<file path="src/prs_pkg.sv">
// constants for the pll reference input select block
// assumes a 200 MHz register clock and 32-bit axi4-lite register access
package prs_pkg;
    // register indices as printed; byte address is four times the index
    localparam logic [7:0] SEL_INDEX    = 8'h32;
    localparam logic [7:0] CTL_INDEX    = 8'h33;
    localparam logic [7:0] STAT_INDEX   = 8'h34;
    localparam int         ADDR_W       = 10;
    localparam logic [9:0] SEL_ADDR     = {SEL_INDEX, 2'b00};
    localparam logic [9:0] CTL_ADDR     = {CTL_INDEX, 2'b00};
    localparam logic [9:0] STAT_ADDR    = {STAT_INDEX, 2'b00};
    localparam logic [23:0] RD_PAD      = 24'h00_0000;

    localparam int SEC_MODE_HI  = 7;
    localparam int SEC_MODE_LO  = 6;
    localparam int PRI_MODE_HI  = 5;
    localparam int PRI_MODE_LO  = 4;
    localparam int REFSRC_HI    = 1;
    localparam int REFSRC_LO    = 0;
    localparam int BYPASS_BIT   = 7;
    localparam int KEEP_ON_BIT  = 2;
    localparam int SEC_GAIN_BIT = 1;
    localparam int PRI_GAIN_BIT = 0;

    // sec mode 2, pri mode 1, reserved 1, ref select 1
    localparam logic [7:0] SEL_RESET = 8'h95;
    localparam logic [7:0] CTL_RESET = 8'h03;

    localparam logic [1:0] RESP_OKAY   = 2'h0;
    localparam logic [1:0] RESP_SLVERR = 2'h2;

    localparam int CLK_PERIOD_NS = 5;
    localparam int GUARD_NS      = 20;
    // least time, so round up
    localparam logic [2:0] GUARD_CYCLES =
        3'((GUARD_NS + CLK_PERIOD_NS - 1) / CLK_PERIOD_NS);

    typedef enum logic [1:0] {
        BUF_SINGLE = 2'b00,
        BUF_DIFF   = 2'b01,
        BUF_XTAL   = 2'b10,
        BUF_OFF    = 2'b11
    } prs_buf_mode_e;

    typedef enum logic [1:0] {
        REF_AUTO = 2'b00,
        REF_PIN  = 2'b01,
        REF_PRI  = 2'b10,
        REF_SEC  = 2'b11
    } prs_ref_src_e;

    typedef enum logic [1:0] {
        ST_PRI    = 2'b00,
        ST_TO_SEC = 2'b01,
        ST_SEC    = 2'b10,
        ST_TO_PRI = 2'b11
    } prs_state_e;
endpackage : prs_pkg

</file>
<file path="src/prs_input_sync.sv">
// three-stage synchroniser with agreement filter for asynchronous pins
// assumes inputs come from outside the clock domain
module prs_input_sync #(
    parameter int WIDTH = 4
) (
    input  wire logic             clock,
    input  wire logic             rst_n,
    input  wire logic [WIDTH-1:0] pinIn,
    output logic      [WIDTH-1:0] pinOut
);
    logic [WIDTH-1:0] s1_reg, s2_reg, s3_reg, out_reg;
    logic [WIDTH-1:0] out_next;

    // stage one feeds stage two only
    always_comb begin
        for (int i = 0; i < WIDTH; i++) begin
            out_next[i] = (s2_reg[i] == s3_reg[i]) ? s3_reg[i] : out_reg[i];
        end
    end

    always_ff @(posedge clock) begin
        if (!rst_n) begin
            s1_reg  <= '0;
            s2_reg  <= '0;
            s3_reg  <= '0;
            out_reg <= '0;
        end else begin
            s1_reg  <= pinIn;
            s2_reg  <= s1_reg;
            s3_reg  <= s2_reg;
            out_reg <= out_next;
        end
    end

    assign pinOut = out_reg;
endmodule : prs_input_sync

</file>
<file path="src/prs_ref_select.sv">
// reference input configuration, selection and glitch-less switch control
// assumes an axi4-lite master and asynchronous pin and clock-valid inputs
module prs_ref_select
    import prs_pkg::*;
(
    input  wire logic              clock,
    input  wire logic              rst_n,
    input  wire logic [ADDR_W-1:0] awaddr,
    input  wire logic              awvalid,
    output logic                   awready,
    input  wire logic [31:0]       wdata,
    input  wire logic [3:0]        wstrb,
    input  wire logic              wvalid,
    output logic                   wready,
    output logic [1:0]             bresp,
    output logic                   bvalid,
    input  wire logic              bready,
    input  wire logic [ADDR_W-1:0] araddr,
    input  wire logic              arvalid,
    output logic                   arready,
    output logic [31:0]            rdata,
    output logic [1:0]             rresp,
    output logic                   rvalid,
    input  wire logic              rready,
    input  wire logic              refPinAboveLow,
    input  wire logic              refPinAboveMid,
    input  wire logic              primaryValid,
    input  wire logic              secondaryValid,
    output logic [1:0]             secondaryBufferMode,
    output logic [1:0]             primaryBufferMode,
    output logic                   secondaryBufferEnable,
    output logic                   primaryBufferEnable,
    output logic                   secondaryBufferGain,
    output logic                   primaryBufferGain,
    output logic                   switchMuxBypass,
    output logic                   refSelSecondary,
    output logic                   refClockGate
);
    logic [3:0] syncPins;
    logic       pinAboveLow, pinAboveMid, priOk, secOk;

    prs_input_sync #(
        .WIDTH (4)
    ) u_sync (
        .clock  (clock),
        .rst_n  (rst_n),
        .pinIn  ({secondaryValid, primaryValid, refPinAboveMid, refPinAboveLow}),
        .pinOut (syncPins)
    );
    assign {secOk, priOk, pinAboveMid, pinAboveLow} = syncPins;

    // register bus state
    logic [7:0]        selReg_reg, selReg_next, ctlReg_reg, ctlReg_next;
    logic              awHeld_reg, awHeld_next, wHeld_reg, wHeld_next;
    logic [ADDR_W-1:0] awAddr_reg, awAddr_next;
    logic [7:0]        wData_reg, wData_next;
    logic              wStrb_reg, wStrb_next;
    logic              bvalid_reg, bvalid_next, rvalid_reg, rvalid_next;
    logic [1:0]        bresp_reg, bresp_next, rresp_reg, rresp_next;
    logic [31:0]       rdata_reg, rdata_next;
    logic [7:0]        statusByte;
    logic              doWrite;

    // selection state
    prs_state_e        state_reg, state_next;
    logic [2:0]        guard_reg, guard_next;
    logic              refSec_reg, refSec_next, gate_reg, gate_next;
    logic              parked_reg, parked_next;
    logic              priEn_reg, priEn_next, secEn_reg, secEn_next;
    logic              autoMode, wantSec;
    prs_ref_src_e      refSrc;
    prs_buf_mode_e     secMode;

    assign awready = !awHeld_reg && !bvalid_reg;
    assign wready  = !wHeld_reg && !bvalid_reg;
    assign arready = !rvalid_reg;
    assign doWrite = awHeld_reg && wHeld_reg;
    assign statusByte = {2'b00, pinAboveMid, pinAboveLow, secOk, priOk,
                         !gate_reg, refSec_reg};

    always_comb begin
        selReg_next = selReg_reg;
        ctlReg_next = ctlReg_reg;
        awHeld_next = awHeld_reg;
        awAddr_next = awAddr_reg;
        wHeld_next  = wHeld_reg;
        wData_next  = wData_reg;
        wStrb_next  = wStrb_reg;
        bvalid_next = bvalid_reg;
        bresp_next  = bresp_reg;
        rvalid_next = rvalid_reg;
        rdata_next  = rdata_reg;
        rresp_next  = rresp_reg;
        if (awvalid && awready) begin
            awHeld_next = 1'b1;
            awAddr_next = awaddr;
        end
        if (wvalid && wready) begin
            wHeld_next = 1'b1;
            wData_next = wdata[7:0];
            wStrb_next = wstrb[0];
        end
        if (bvalid_reg && bready) begin
            bvalid_next = 1'b0;
        end
        if (doWrite) begin
            awHeld_next = 1'b0;
            wHeld_next  = 1'b0;
            bvalid_next = 1'b1;
            bresp_next  = RESP_OKAY;
            // byte lane 0 carries the whole register
            if (awAddr_reg == SEL_ADDR) begin
                if (wStrb_reg) begin
                    selReg_next = wData_reg;
                end
            end else if (awAddr_reg == CTL_ADDR) begin
                if (wStrb_reg) begin
                    ctlReg_next = wData_reg;
                end
            end else if (awAddr_reg == STAT_ADDR) begin
                bresp_next = RESP_OKAY;
            end else begin
                bresp_next = RESP_SLVERR;
            end
        end
        if (rvalid_reg && rready) begin
            rvalid_next = 1'b0;
        end
        if (arvalid && arready) begin
            rvalid_next = 1'b1;
            rresp_next  = RESP_OKAY;
            if (araddr == SEL_ADDR) begin
                rdata_next = {RD_PAD, selReg_reg};
            end else if (araddr == CTL_ADDR) begin
                rdata_next = {RD_PAD, ctlReg_reg};
            end else if (araddr == STAT_ADDR) begin
                rdata_next = {RD_PAD, statusByte};
            end else begin
                rdata_next = '0;
                rresp_next = RESP_SLVERR;
            end
        end
    end

    always_ff @(posedge clock) begin
        if (!rst_n) begin
            selReg_reg <= SEL_RESET;
            ctlReg_reg <= CTL_RESET;
            awHeld_reg <= 1'b0;
            awAddr_reg <= '0;
            wHeld_reg  <= 1'b0;
            wData_reg  <= '0;
            wStrb_reg  <= 1'b0;
            bvalid_reg <= 1'b0;
            bresp_reg  <= RESP_OKAY;
            rvalid_reg <= 1'b0;
            rdata_reg  <= '0;
            rresp_reg  <= RESP_OKAY;
        end else begin
            selReg_reg <= selReg_next;
            ctlReg_reg <= ctlReg_next;
            awHeld_reg <= awHeld_next;
            awAddr_reg <= awAddr_next;
            wHeld_reg  <= wHeld_next;
            wData_reg  <= wData_next;
            wStrb_reg  <= wStrb_next;
            bvalid_reg <= bvalid_next;
            bresp_reg  <= bresp_next;
            rvalid_reg <= rvalid_next;
            rdata_reg  <= rdata_next;
            rresp_reg  <= rresp_next;
        end
    end

    assign bvalid = bvalid_reg;
    assign bresp  = bresp_reg;
    assign rvalid = rvalid_reg;
    assign rdata  = rdata_reg;
    assign rresp  = rresp_reg;

    assign secondaryBufferMode = selReg_reg[SEC_MODE_HI:SEC_MODE_LO];
    assign primaryBufferMode   = selReg_reg[PRI_MODE_HI:PRI_MODE_LO];
    assign switchMuxBypass     = ctlReg_reg[BYPASS_BIT];
    assign secondaryBufferGain = ctlReg_reg[SEC_GAIN_BIT];
    assign primaryBufferGain   = ctlReg_reg[PRI_GAIN_BIT];
    assign refSrc  = prs_ref_src_e'(selReg_reg[REFSRC_HI:REFSRC_LO]);
    assign secMode = prs_buf_mode_e'(secondaryBufferMode);

    always_comb begin
        autoMode = 1'b0;
        wantSec  = refSec_reg;
        case (refSrc)
            REF_AUTO: autoMode = 1'b1;
            REF_PIN: begin
                // pin high hands over to automatic selection
                if (pinAboveMid) begin
                    autoMode = 1'b1;
                end else begin
                    wantSec = pinAboveLow;
                end
            end
            REF_PRI: wantSec = 1'b0;
            REF_SEC: wantSec = 1'b1;
            default: wantSec = refSec_reg;
        endcase
        // with both inputs lost, hold the current reference
        if (autoMode) begin
            wantSec = priOk ? 1'b0 : (secOk ? 1'b1 : refSec_reg);
        end
    end

    always_comb begin
        state_next  = state_reg;
        guard_next  = guard_reg;
        refSec_next = refSec_reg;
        gate_next   = gate_reg;
        parked_next = parked_reg;
        case (state_reg)
            ST_PRI: begin
                if (wantSec) begin
                    if (switchMuxBypass) begin
                        state_next  = ST_SEC;
                        refSec_next = 1'b1;
                        parked_next = 1'b0;
                    end else begin
                        state_next = ST_TO_SEC;
                        guard_next = GUARD_CYCLES - 3'd1;
                        gate_next  = 1'b0;
                    end
                end
            end
            ST_TO_SEC: begin
                if (guard_reg == '0) begin
                    state_next  = ST_SEC;
                    refSec_next = 1'b1;
                    gate_next   = 1'b1;
                    parked_next = 1'b0;
                end else begin
                    guard_next = guard_reg - 3'd1;
                end
            end
            ST_SEC: begin
                if (!wantSec) begin
                    if (switchMuxBypass) begin
                        state_next  = ST_PRI;
                        refSec_next = 1'b0;
                        parked_next = 1'b1;
                    end else begin
                        state_next = ST_TO_PRI;
                        guard_next = GUARD_CYCLES - 3'd1;
                        gate_next  = 1'b0;
                    end
                end
            end
            ST_TO_PRI: begin
                if (guard_reg == '0) begin
                    state_next  = ST_PRI;
                    refSec_next = 1'b0;
                    gate_next   = 1'b1;
                    parked_next = 1'b1;
                end else begin
                    guard_next = guard_reg - 3'd1;
                end
            end
            default: state_next = ST_PRI;
        endcase
        priEn_next = !primaryBufferMode[1];
        // parked crystal saves power but restarts slowly on the next failover
        secEn_next = (secMode != BUF_OFF) && !((secMode == BUF_XTAL)
                     && !ctlReg_reg[KEEP_ON_BIT] && parked_reg && !refSec_reg);
    end

    always_ff @(posedge clock) begin
        if (!rst_n) begin
            state_reg  <= ST_PRI;
            guard_reg  <= '0;
            refSec_reg <= 1'b0;
            gate_reg   <= 1'b1;
            parked_reg <= 1'b0;
            priEn_reg  <= 1'b0;
            secEn_reg  <= 1'b0;
        end else begin
            state_reg  <= state_next;
            guard_reg  <= guard_next;
            refSec_reg <= refSec_next;
            gate_reg   <= gate_next;
            parked_reg <= parked_next;
            priEn_reg  <= priEn_next;
            secEn_reg  <= secEn_next;
        end
    end

    assign refSelSecondary       = refSec_reg;
    assign refClockGate          = gate_reg;
    assign primaryBufferEnable   = priEn_reg;
    assign secondaryBufferEnable = secEn_reg;

    property p_sec_mode_rst;
        @(posedge clock) disable iff (!rst_n)
        !$past(rst_n) |-> secondaryBufferMode == SEL_RESET[SEC_MODE_HI:SEC_MODE_LO];
    endproperty
    a_sec_mode_rst: assert property (p_sec_mode_rst)
        else $error("secondary mode not crystal after reset");

    property p_pri_off;
        @(posedge clock) disable iff (!rst_n)
        primaryBufferMode[1] |=> !primaryBufferEnable;
    endproperty
    a_pri_off: assert property (p_pri_off)
        else $error("primary buffer enabled in a disabled mode");

    property p_ref_rst;
        @(posedge clock) disable iff (!rst_n)
        !$past(rst_n) |-> refSrc == REF_PIN && primaryBufferMode == BUF_DIFF;
    endproperty
    a_ref_rst: assert property (p_ref_rst)
        else $error("reference select not pin mode after reset");

    property p_pin_low;
        @(posedge clock) disable iff (!rst_n)
        (refSrc == REF_PIN && !pinAboveLow && !pinAboveMid && state_reg == ST_SEC
         && !switchMuxBypass) |=> state_reg == ST_TO_PRI;
    endproperty
    a_pin_low: assert property (p_pin_low)
        else $error("pin low did not start return to primary");

    property p_bypass;
        @(posedge clock) disable iff (!rst_n)
        (state_reg == ST_PRI && wantSec && switchMuxBypass)
            |=> refSelSecondary && refClockGate;
    endproperty
    a_bypass: assert property (p_bypass)
        else $error("bypassed switch was not immediate");

    property p_xtal_park;
        @(posedge clock) disable iff (!rst_n)
        (state_reg == ST_TO_PRI && guard_reg == '0 && secMode == BUF_XTAL
         && !ctlReg_reg[KEEP_ON_BIT] && !doWrite) |=> ##1 !secondaryBufferEnable;
    endproperty
    a_xtal_park: assert property (p_xtal_park)
        else $error("crystal buffer left on after return");

    property p_sec_gain;
        @(posedge clock) disable iff (!rst_n)
        (doWrite && wStrb_reg && awAddr_reg == CTL_ADDR)
            |=> secondaryBufferGain == $past(wData_reg[SEC_GAIN_BIT]);
    endproperty
    a_sec_gain: assert property (p_sec_gain)
        else $error("secondary gain not taken from write");

    property p_pri_gain;
        @(posedge clock) disable iff (!rst_n)
        (doWrite && wStrb_reg && awAddr_reg == CTL_ADDR)
            |=> primaryBufferGain == $past(wData_reg[PRI_GAIN_BIT]);
    endproperty
    a_pri_gain: assert property (p_pri_gain)
        else $error("primary gain not taken from write");

    property p_glitchless;
        @(posedge clock) disable iff (!rst_n)
        (state_reg == ST_PRI && wantSec && !switchMuxBypass)
            |=> !refClockGate [*4] ##1 (refSelSecondary && refClockGate);
    endproperty
    a_glitchless: assert property (p_glitchless)
        else $error("switch to secondary not gated for four cycles");
endmodule : prs_ref_select

</file>
<file path="config.mk">
export PLATFORM = sky130hd
export DESIGN_NAME = prs_ref_select
export DESIGN_NICKNAME = d
export VERILOG_FILES = /design/src/prs_pkg.sv /design/src/prs_input_sync.sv /design/src/prs_ref_select.sv
export SDC_FILE = /design/constraint.sdc
export NUM_CORES = 1
export LEC_CHECK = 0
export BUFFER_PORTS_ARGS = -buffer_cell sky130_fd_sc_hd__buf_2
export CAP_MARGIN = 20
export CORE_UTILIZATION = 53
export DETAILED_ROUTE_END_ITERATION = 10
export PLACE_DENSITY = 0.91
export SLEW_MARGIN = 20
export SYNTH_ARGS = -nofsm -noshare
export SYNTH_HDL_FRONTEND = slang
export SYNTH_HIERARCHICAL = 1
export SYNTH_SLANG_ARGS = --single-unit
</file>
<file path="constraint.sdc">
create_clock -name clock -period 4.1 [get_ports clock]
set_clock_uncertainty 0.1 [all_clocks]
set_input_delay 0.615 -clock clock [delete_from_list [all_inputs] [get_ports clock]]
set_output_delay 0.615 -clock clock [all_outputs]
set_load 0.1 [all_outputs]
</file>
; Yosys cells after proc, flatten, opt, wreduce, memory -nomap -nowiden
; Cells that the tools add are included.
[word_totals]
reg_bits = 101
out_inout_bits = 52
[op_classes]
add_sub_neg = 1
eq_ne = 26
muxes = 46
n_bitwise = 2
n_reduce_logical = 34
[ops]
columns = op, n
row1 = "equality test 10 x 8 -> 1 bit, second input constant", 6
row2 = 2-to-1 mux 2 bit, 12
row3 = 2-to-1 mux 1 bit, 20
row4 = 2-to-1 mux 8 bit, 2
row5 = "!= test 2 bit, second input constant", 8
row6 = logical AND 1 bit, 12
row7 = 2-to-1 mux 3 bit, 4
row8 = "equality test 2 bit, second input constant", 5
row9 = zero test 1 bit, 9
row10 = one-hot mux 3 bit (3 select lines), 1
row11 = AND reduction 3 bit, 3
row12 = one-hot mux 1 bit (4 select lines), 2
row13 = one-hot mux 2 bit (4 select lines), 1
row14 = AND reduction 4 bit, 2
row15 = 2-to-1 mux 6 bit, 1
row16 = one-hot mux 1 bit (3 select lines), 2
row17 = AND reduction 6 bit, 1
row18 = equality test 1 bit, 4
row19 = "equality test 2 x 1 -> 1 bit, second input constant", 2
row20 = zero test 2 bit, 2
row21 = nonzero test 2 bit, 2
row22 = OR reduction 2 bit, 2
row23 = zero test 3 bit, 1
row24 = "subtractor 3 x 1 -> 3 bit, second input constant", 1
row25 = 3 further kinds, 4

; Depth between registers and ports, before layout
[logic_depth]
word_depth = 6
mapped_depth = 6
depth_no_buf = 6

; By module
; Netlist, hierarchy kept.
[by_module_without_submodules]
columns = module, n_inst, cells_per_inst, area_per_inst_um2, seq_area_each_um2
row1 = prs_ref_select, 1, 344, 2867.8, 1181.1
row2 = prs_input_sync, 1, 41, 481.7, 320.3

; Worst setup path before layout
; No wires, ideal clock.
[synth_path]
path_type = reg-to-reg
from = reg bvalid_reg (netlist: bvalid)
to = reg wData_reg[3]
setup_time_ns = 0.133
arrival_ns = 2.811
required_ns = 3.867
path_slack_ns = 1.056
path_stages_with_launch = 5
synth_period_minus_slack_ns = 3.044
path_cell_list = dfxtp_1 -> nor2_1 -> nand2_1 -> nand2_1 -> a21oi_1
[synth_between]
elab_chain_len = 3
[synth_rtl]
columns = element, line
row1 = "start, declared", prs_ref_select.sv:58  ; logic bvalid_reg, bvalid_next, rvalid_reg, rvalid_next;
row2 = "start signal, assigned", prs_ref_select.sv:167  ; bvalid_reg <= bvalid_next;
row3 = zero test 1 bit, prs_ref_select.sv:75  ; assign wready = !wHeld_reg && !bvalid_reg;
row4 = logical AND 1 bit, prs_ref_select.sv:75
row5 = via wready, prs_ref_select.sv:14  ; output logic wready,
row6 = logical AND 1 bit, prs_ref_select.sv:98  ; if (wvalid && wready) begin
row7 = "end signal, assigned", prs_ref_select.sv:165  ; wData_reg <= wData_next;
row8 = "end, declared", prs_ref_select.sv:56  ; logic [7:0] wData_reg, wData_next;
; The timed path passes the listed nets, and every way through them passes these cells.
; A chain may end at the register's enable or synchronous reset.

; Worst setup path after layout
[layout_path]
from = reg awHeld_reg
to = out awready
[layout_between]
elab_chain_len = 2
[layout_rtl]
columns = element, line
row1 = "start, declared", prs_ref_select.sv:54  ; logic awHeld_reg, awHeld_next, wHeld_reg, wHeld_next;
row2 = "start signal, assigned", prs_ref_select.sv:162  ; awHeld_reg <= awHeld_next;
row3 = zero test 1 bit, prs_ref_select.sv:74  ; assign awready = !awHeld_reg && !bvalid_reg;
row4 = logical AND 1 bit, prs_ref_select.sv:74
row5 = "end, declared", prs_ref_select.sv:10  ; output logic awready,
; No other way between the ends.

==> results.cfg <==
[sta]
worstMarginPinSlew_ps = 777
drv_slew = 0
finalHoldViolCount = 0
relSlewSlack_pct = 48.1
finalSetupViolations = 0
tns_ps = 0
rsz0062_at_grt = false
min_period_ps = 2050
holdWs_ps = 329
clock.fmax_mhz = 487
fin_crit_sh_pct = 50.0

[cts]
cts.sinks = 75
cts-resized-gates = 0
cts_made_buffers = 9
htree_levels = 3
hold_buffers = 0
postCtsSetupRepairBufs = 0
clk_path_buf_depth = 2
cts_tree = built
root_buffer = clkbuf_8
cts.clk_slew.worst_paths_ps = 80
clk_latency_ps = 350

[global_route]
grt_overflow = 0
grt_max_degree = 47
antenna_found_initial = 0
grt_pass1_vias = 2551
grt_pass1_wl_um = 11400
grt_usage_pct = 23.1

[floorplan]
start_util_pct = 55.9
fp.dieH_um = 81.5
dieArea_um2 = 6640
fp.dieW_um = 81.5
coreArea_um2 = 5990
rows = 28
ios = 119

[worst_setup_path]
critPathArrivalTime_ps = 1340
r2r_start = rvalid$_SDFFE_PN0P_
worstPathCellList = nor2_1, buf_2
crit_path_end = awready
critPathLaunch = awHeld_reg$_SDFFE_PP0P_
critical_path_required_ps = 3380
rr_endpoint = rdata[3]$_SDFFE_PN0P_
critPathSlowestCell = buf_2
reg2reg_depth = 4
cp_max_fo = 6
setup.worst_path.start_class = flip-flop
max_stage_delay_ps = 460
r2r_slack_ps = 2120
worstSetupPathType = flip-flop to output pin
end_kind = output pin

[detailed_routing]
drc = 0
drt_first_pass_iters = 4
via_count = 2815
wire_per_inst_um = 13.8
drtIter0Drc = 152
vias_per_cell = 5.42
wl_um = 7170
ant_nets = 0

[place]
place_area_um2 = 3550
dp_hpwl_um = 4760
gp_congestion = 0.824
port_buffers = 65

[cells_and_area]
num-fill-cells = 512
design_area_um2 = 3790
antennaDiodeCount = 0
nets = 508
seq_area_um2 = 1500
largest_reg_flops = 10
drive_gt1_share_pct = 22.7
syn_to_final_growth_pct = 13.2
multi_input_area_um2 = 1600

[pwr]
comb_power_share_pct = 18.5
power_switching_share_pct = 30.5
clkPwrFrac_pct = 37.6
ir_drop_mv = 0.391
p_leak_nw = 1.60
finalPower_mw = 1.80
p_int_mw = 1.25
seqPwrFrac_pct = 43.9
p_per_area_nw_per_um2 = 476
power_switching_mw = 0.550

[logic_synthesis]
avgSynthCellArea_um2 = 8.70
async_flop_share_pct = 0
syn_area_um2 = 3350
seq_area_frac_synth_pct = 44.8
ys_types = 57
synth_flop_cell = dfxtp_1
synth_edf_count = 0
yosys_register_bits = 75
synth_cells = 385
synth.area.top_cells = dfxtp_1, a21oi_1, buf_4
yosys-top-cells-count = dfxtp_1, nand2_1, a21oi_1
yosysWarnings = 6
synth_top_area_cell = dfxtp_1
yosysMostFrequentCell = dfxtp_1
yosys.area.top_type_share_pct = 44.8

[status]
status = finished clean

[run]
cap_violations = 0

[worst_hold_path]
worstHoldPathType = flip-flop to flip-flop
metrics by stage:
step                      setup slack, ps  std cells  util (%)
after global routing                 1950        519      63.3
after CTS                            2030        519      63.3
after global placement               1740        503      59.3
after detailed placement             1710        503      59.3
final                                2050        519      63.3
after floorplan                      1060        410         -
routing by layer:
metal / wire length [um] / share of wire (%) / global-route usage (%)
met4: 247 / 3.4 / 11.6
met3: 498 / 6.9 / 8.00
met5: 0 / 0 / 0
met2: 3470 / 48 / 39.6
met1: 2950 / 41 / 25.2
how the worst min path moves through the flow:
stage / startpoint / cells after the start / to
final: u_sync/s1_reg[1]$_SDFF_PN0_ / 1 / u_sync/s2_reg[1]$_SDFF_PN0_
after global routing: u_sync/s1_reg[1]$_SDFF_PN0_ / 1 / u_sync/s2_reg[1]$_SDFF_PN0_
after CTS: u_sync/s1_reg[1]$_SDFF_PN0_ / 1 / u_sync/s2_reg[1]$_SDFF_PN0_
after global placement: u_sync/s1_reg[1]$_SDFF_PN0_ / 1 / u_sync/s2_reg[1]$_SDFF_PN0_
after floorplan: u_sync/s1_reg[1]$_SDFF_PN0_ / 1 / u_sync/s2_reg[1]$_SDFF_PN0_
after detailed placement: u_sync/s1_reg[1]$_SDFF_PN0_ / 1 / u_sync/s2_reg[1]$_SDFF_PN0_
worst max-delay path: cells and delay by family (launching register included):
| family | cells | cell delay (ps) |
|---|---|---|
| buffers and inverters | 1 | 460 |
| DFF | 1 | 360 |
| and+or+nand+nor | 1 | 170 |
placed cells by master, fill, tap and decap left out, drive strengths merged, types with 3 or more instances in the layout:
cell type	instances
clkinv	3
a22oi	5
clkbuf	11
mux2i	7
nor2b	8
nor2	13
nand2	60
o21ai	18
conb	26
a21oi	48
a22o	6
nor3	9
inv	7
nand3	6
dfxtp	75
o31a	3
buf	65
bufinv	3
nand2b	13
and2	14
a211oi	5
a21boi	4
layout make-up:
| type | instances | area share, % |
|---|---|---|
| Multi-Input combinational cell | 280 | 42.2 |
| Sequential cell | 75 | 39.6 |
| Timing Repair Buffer | 65 | 8.58 |
| Clock buffer | 11 | 3.73 |
| Clock inverter | 5 | 2.64 |
| Tap cell | 75 | 2.48 |
| Inverter | 8 | 0.792 |
power groups by stage:
stage | combinational, mW | clock [mW] | sequential (mW)
CTS | 0.333 | 0.689 | 0.791
global placement | 0.324 | 0 | 0.806
finish | 0.334 | 0.677 | 0.792
floorplan | 0.258 | 0 | 0.849
detailed placement | 0.330 | 0 | 0.808
global route | 0.357 | 0.722 | 0.797
cell families (layout without fill, tap and decap cells):
family	Yosys count	after routing	synth area share, %
other cells	1	26	0.112
compound gates	105	105	19.4
simple gates	138	138	21.9
buf+inv	55	89	10.2
mux	9	9	2.76
fa+ha+maj	2	2	0.747
flops	75	75	44.8
Note: power is estimated with default switching activity, not from simulation.
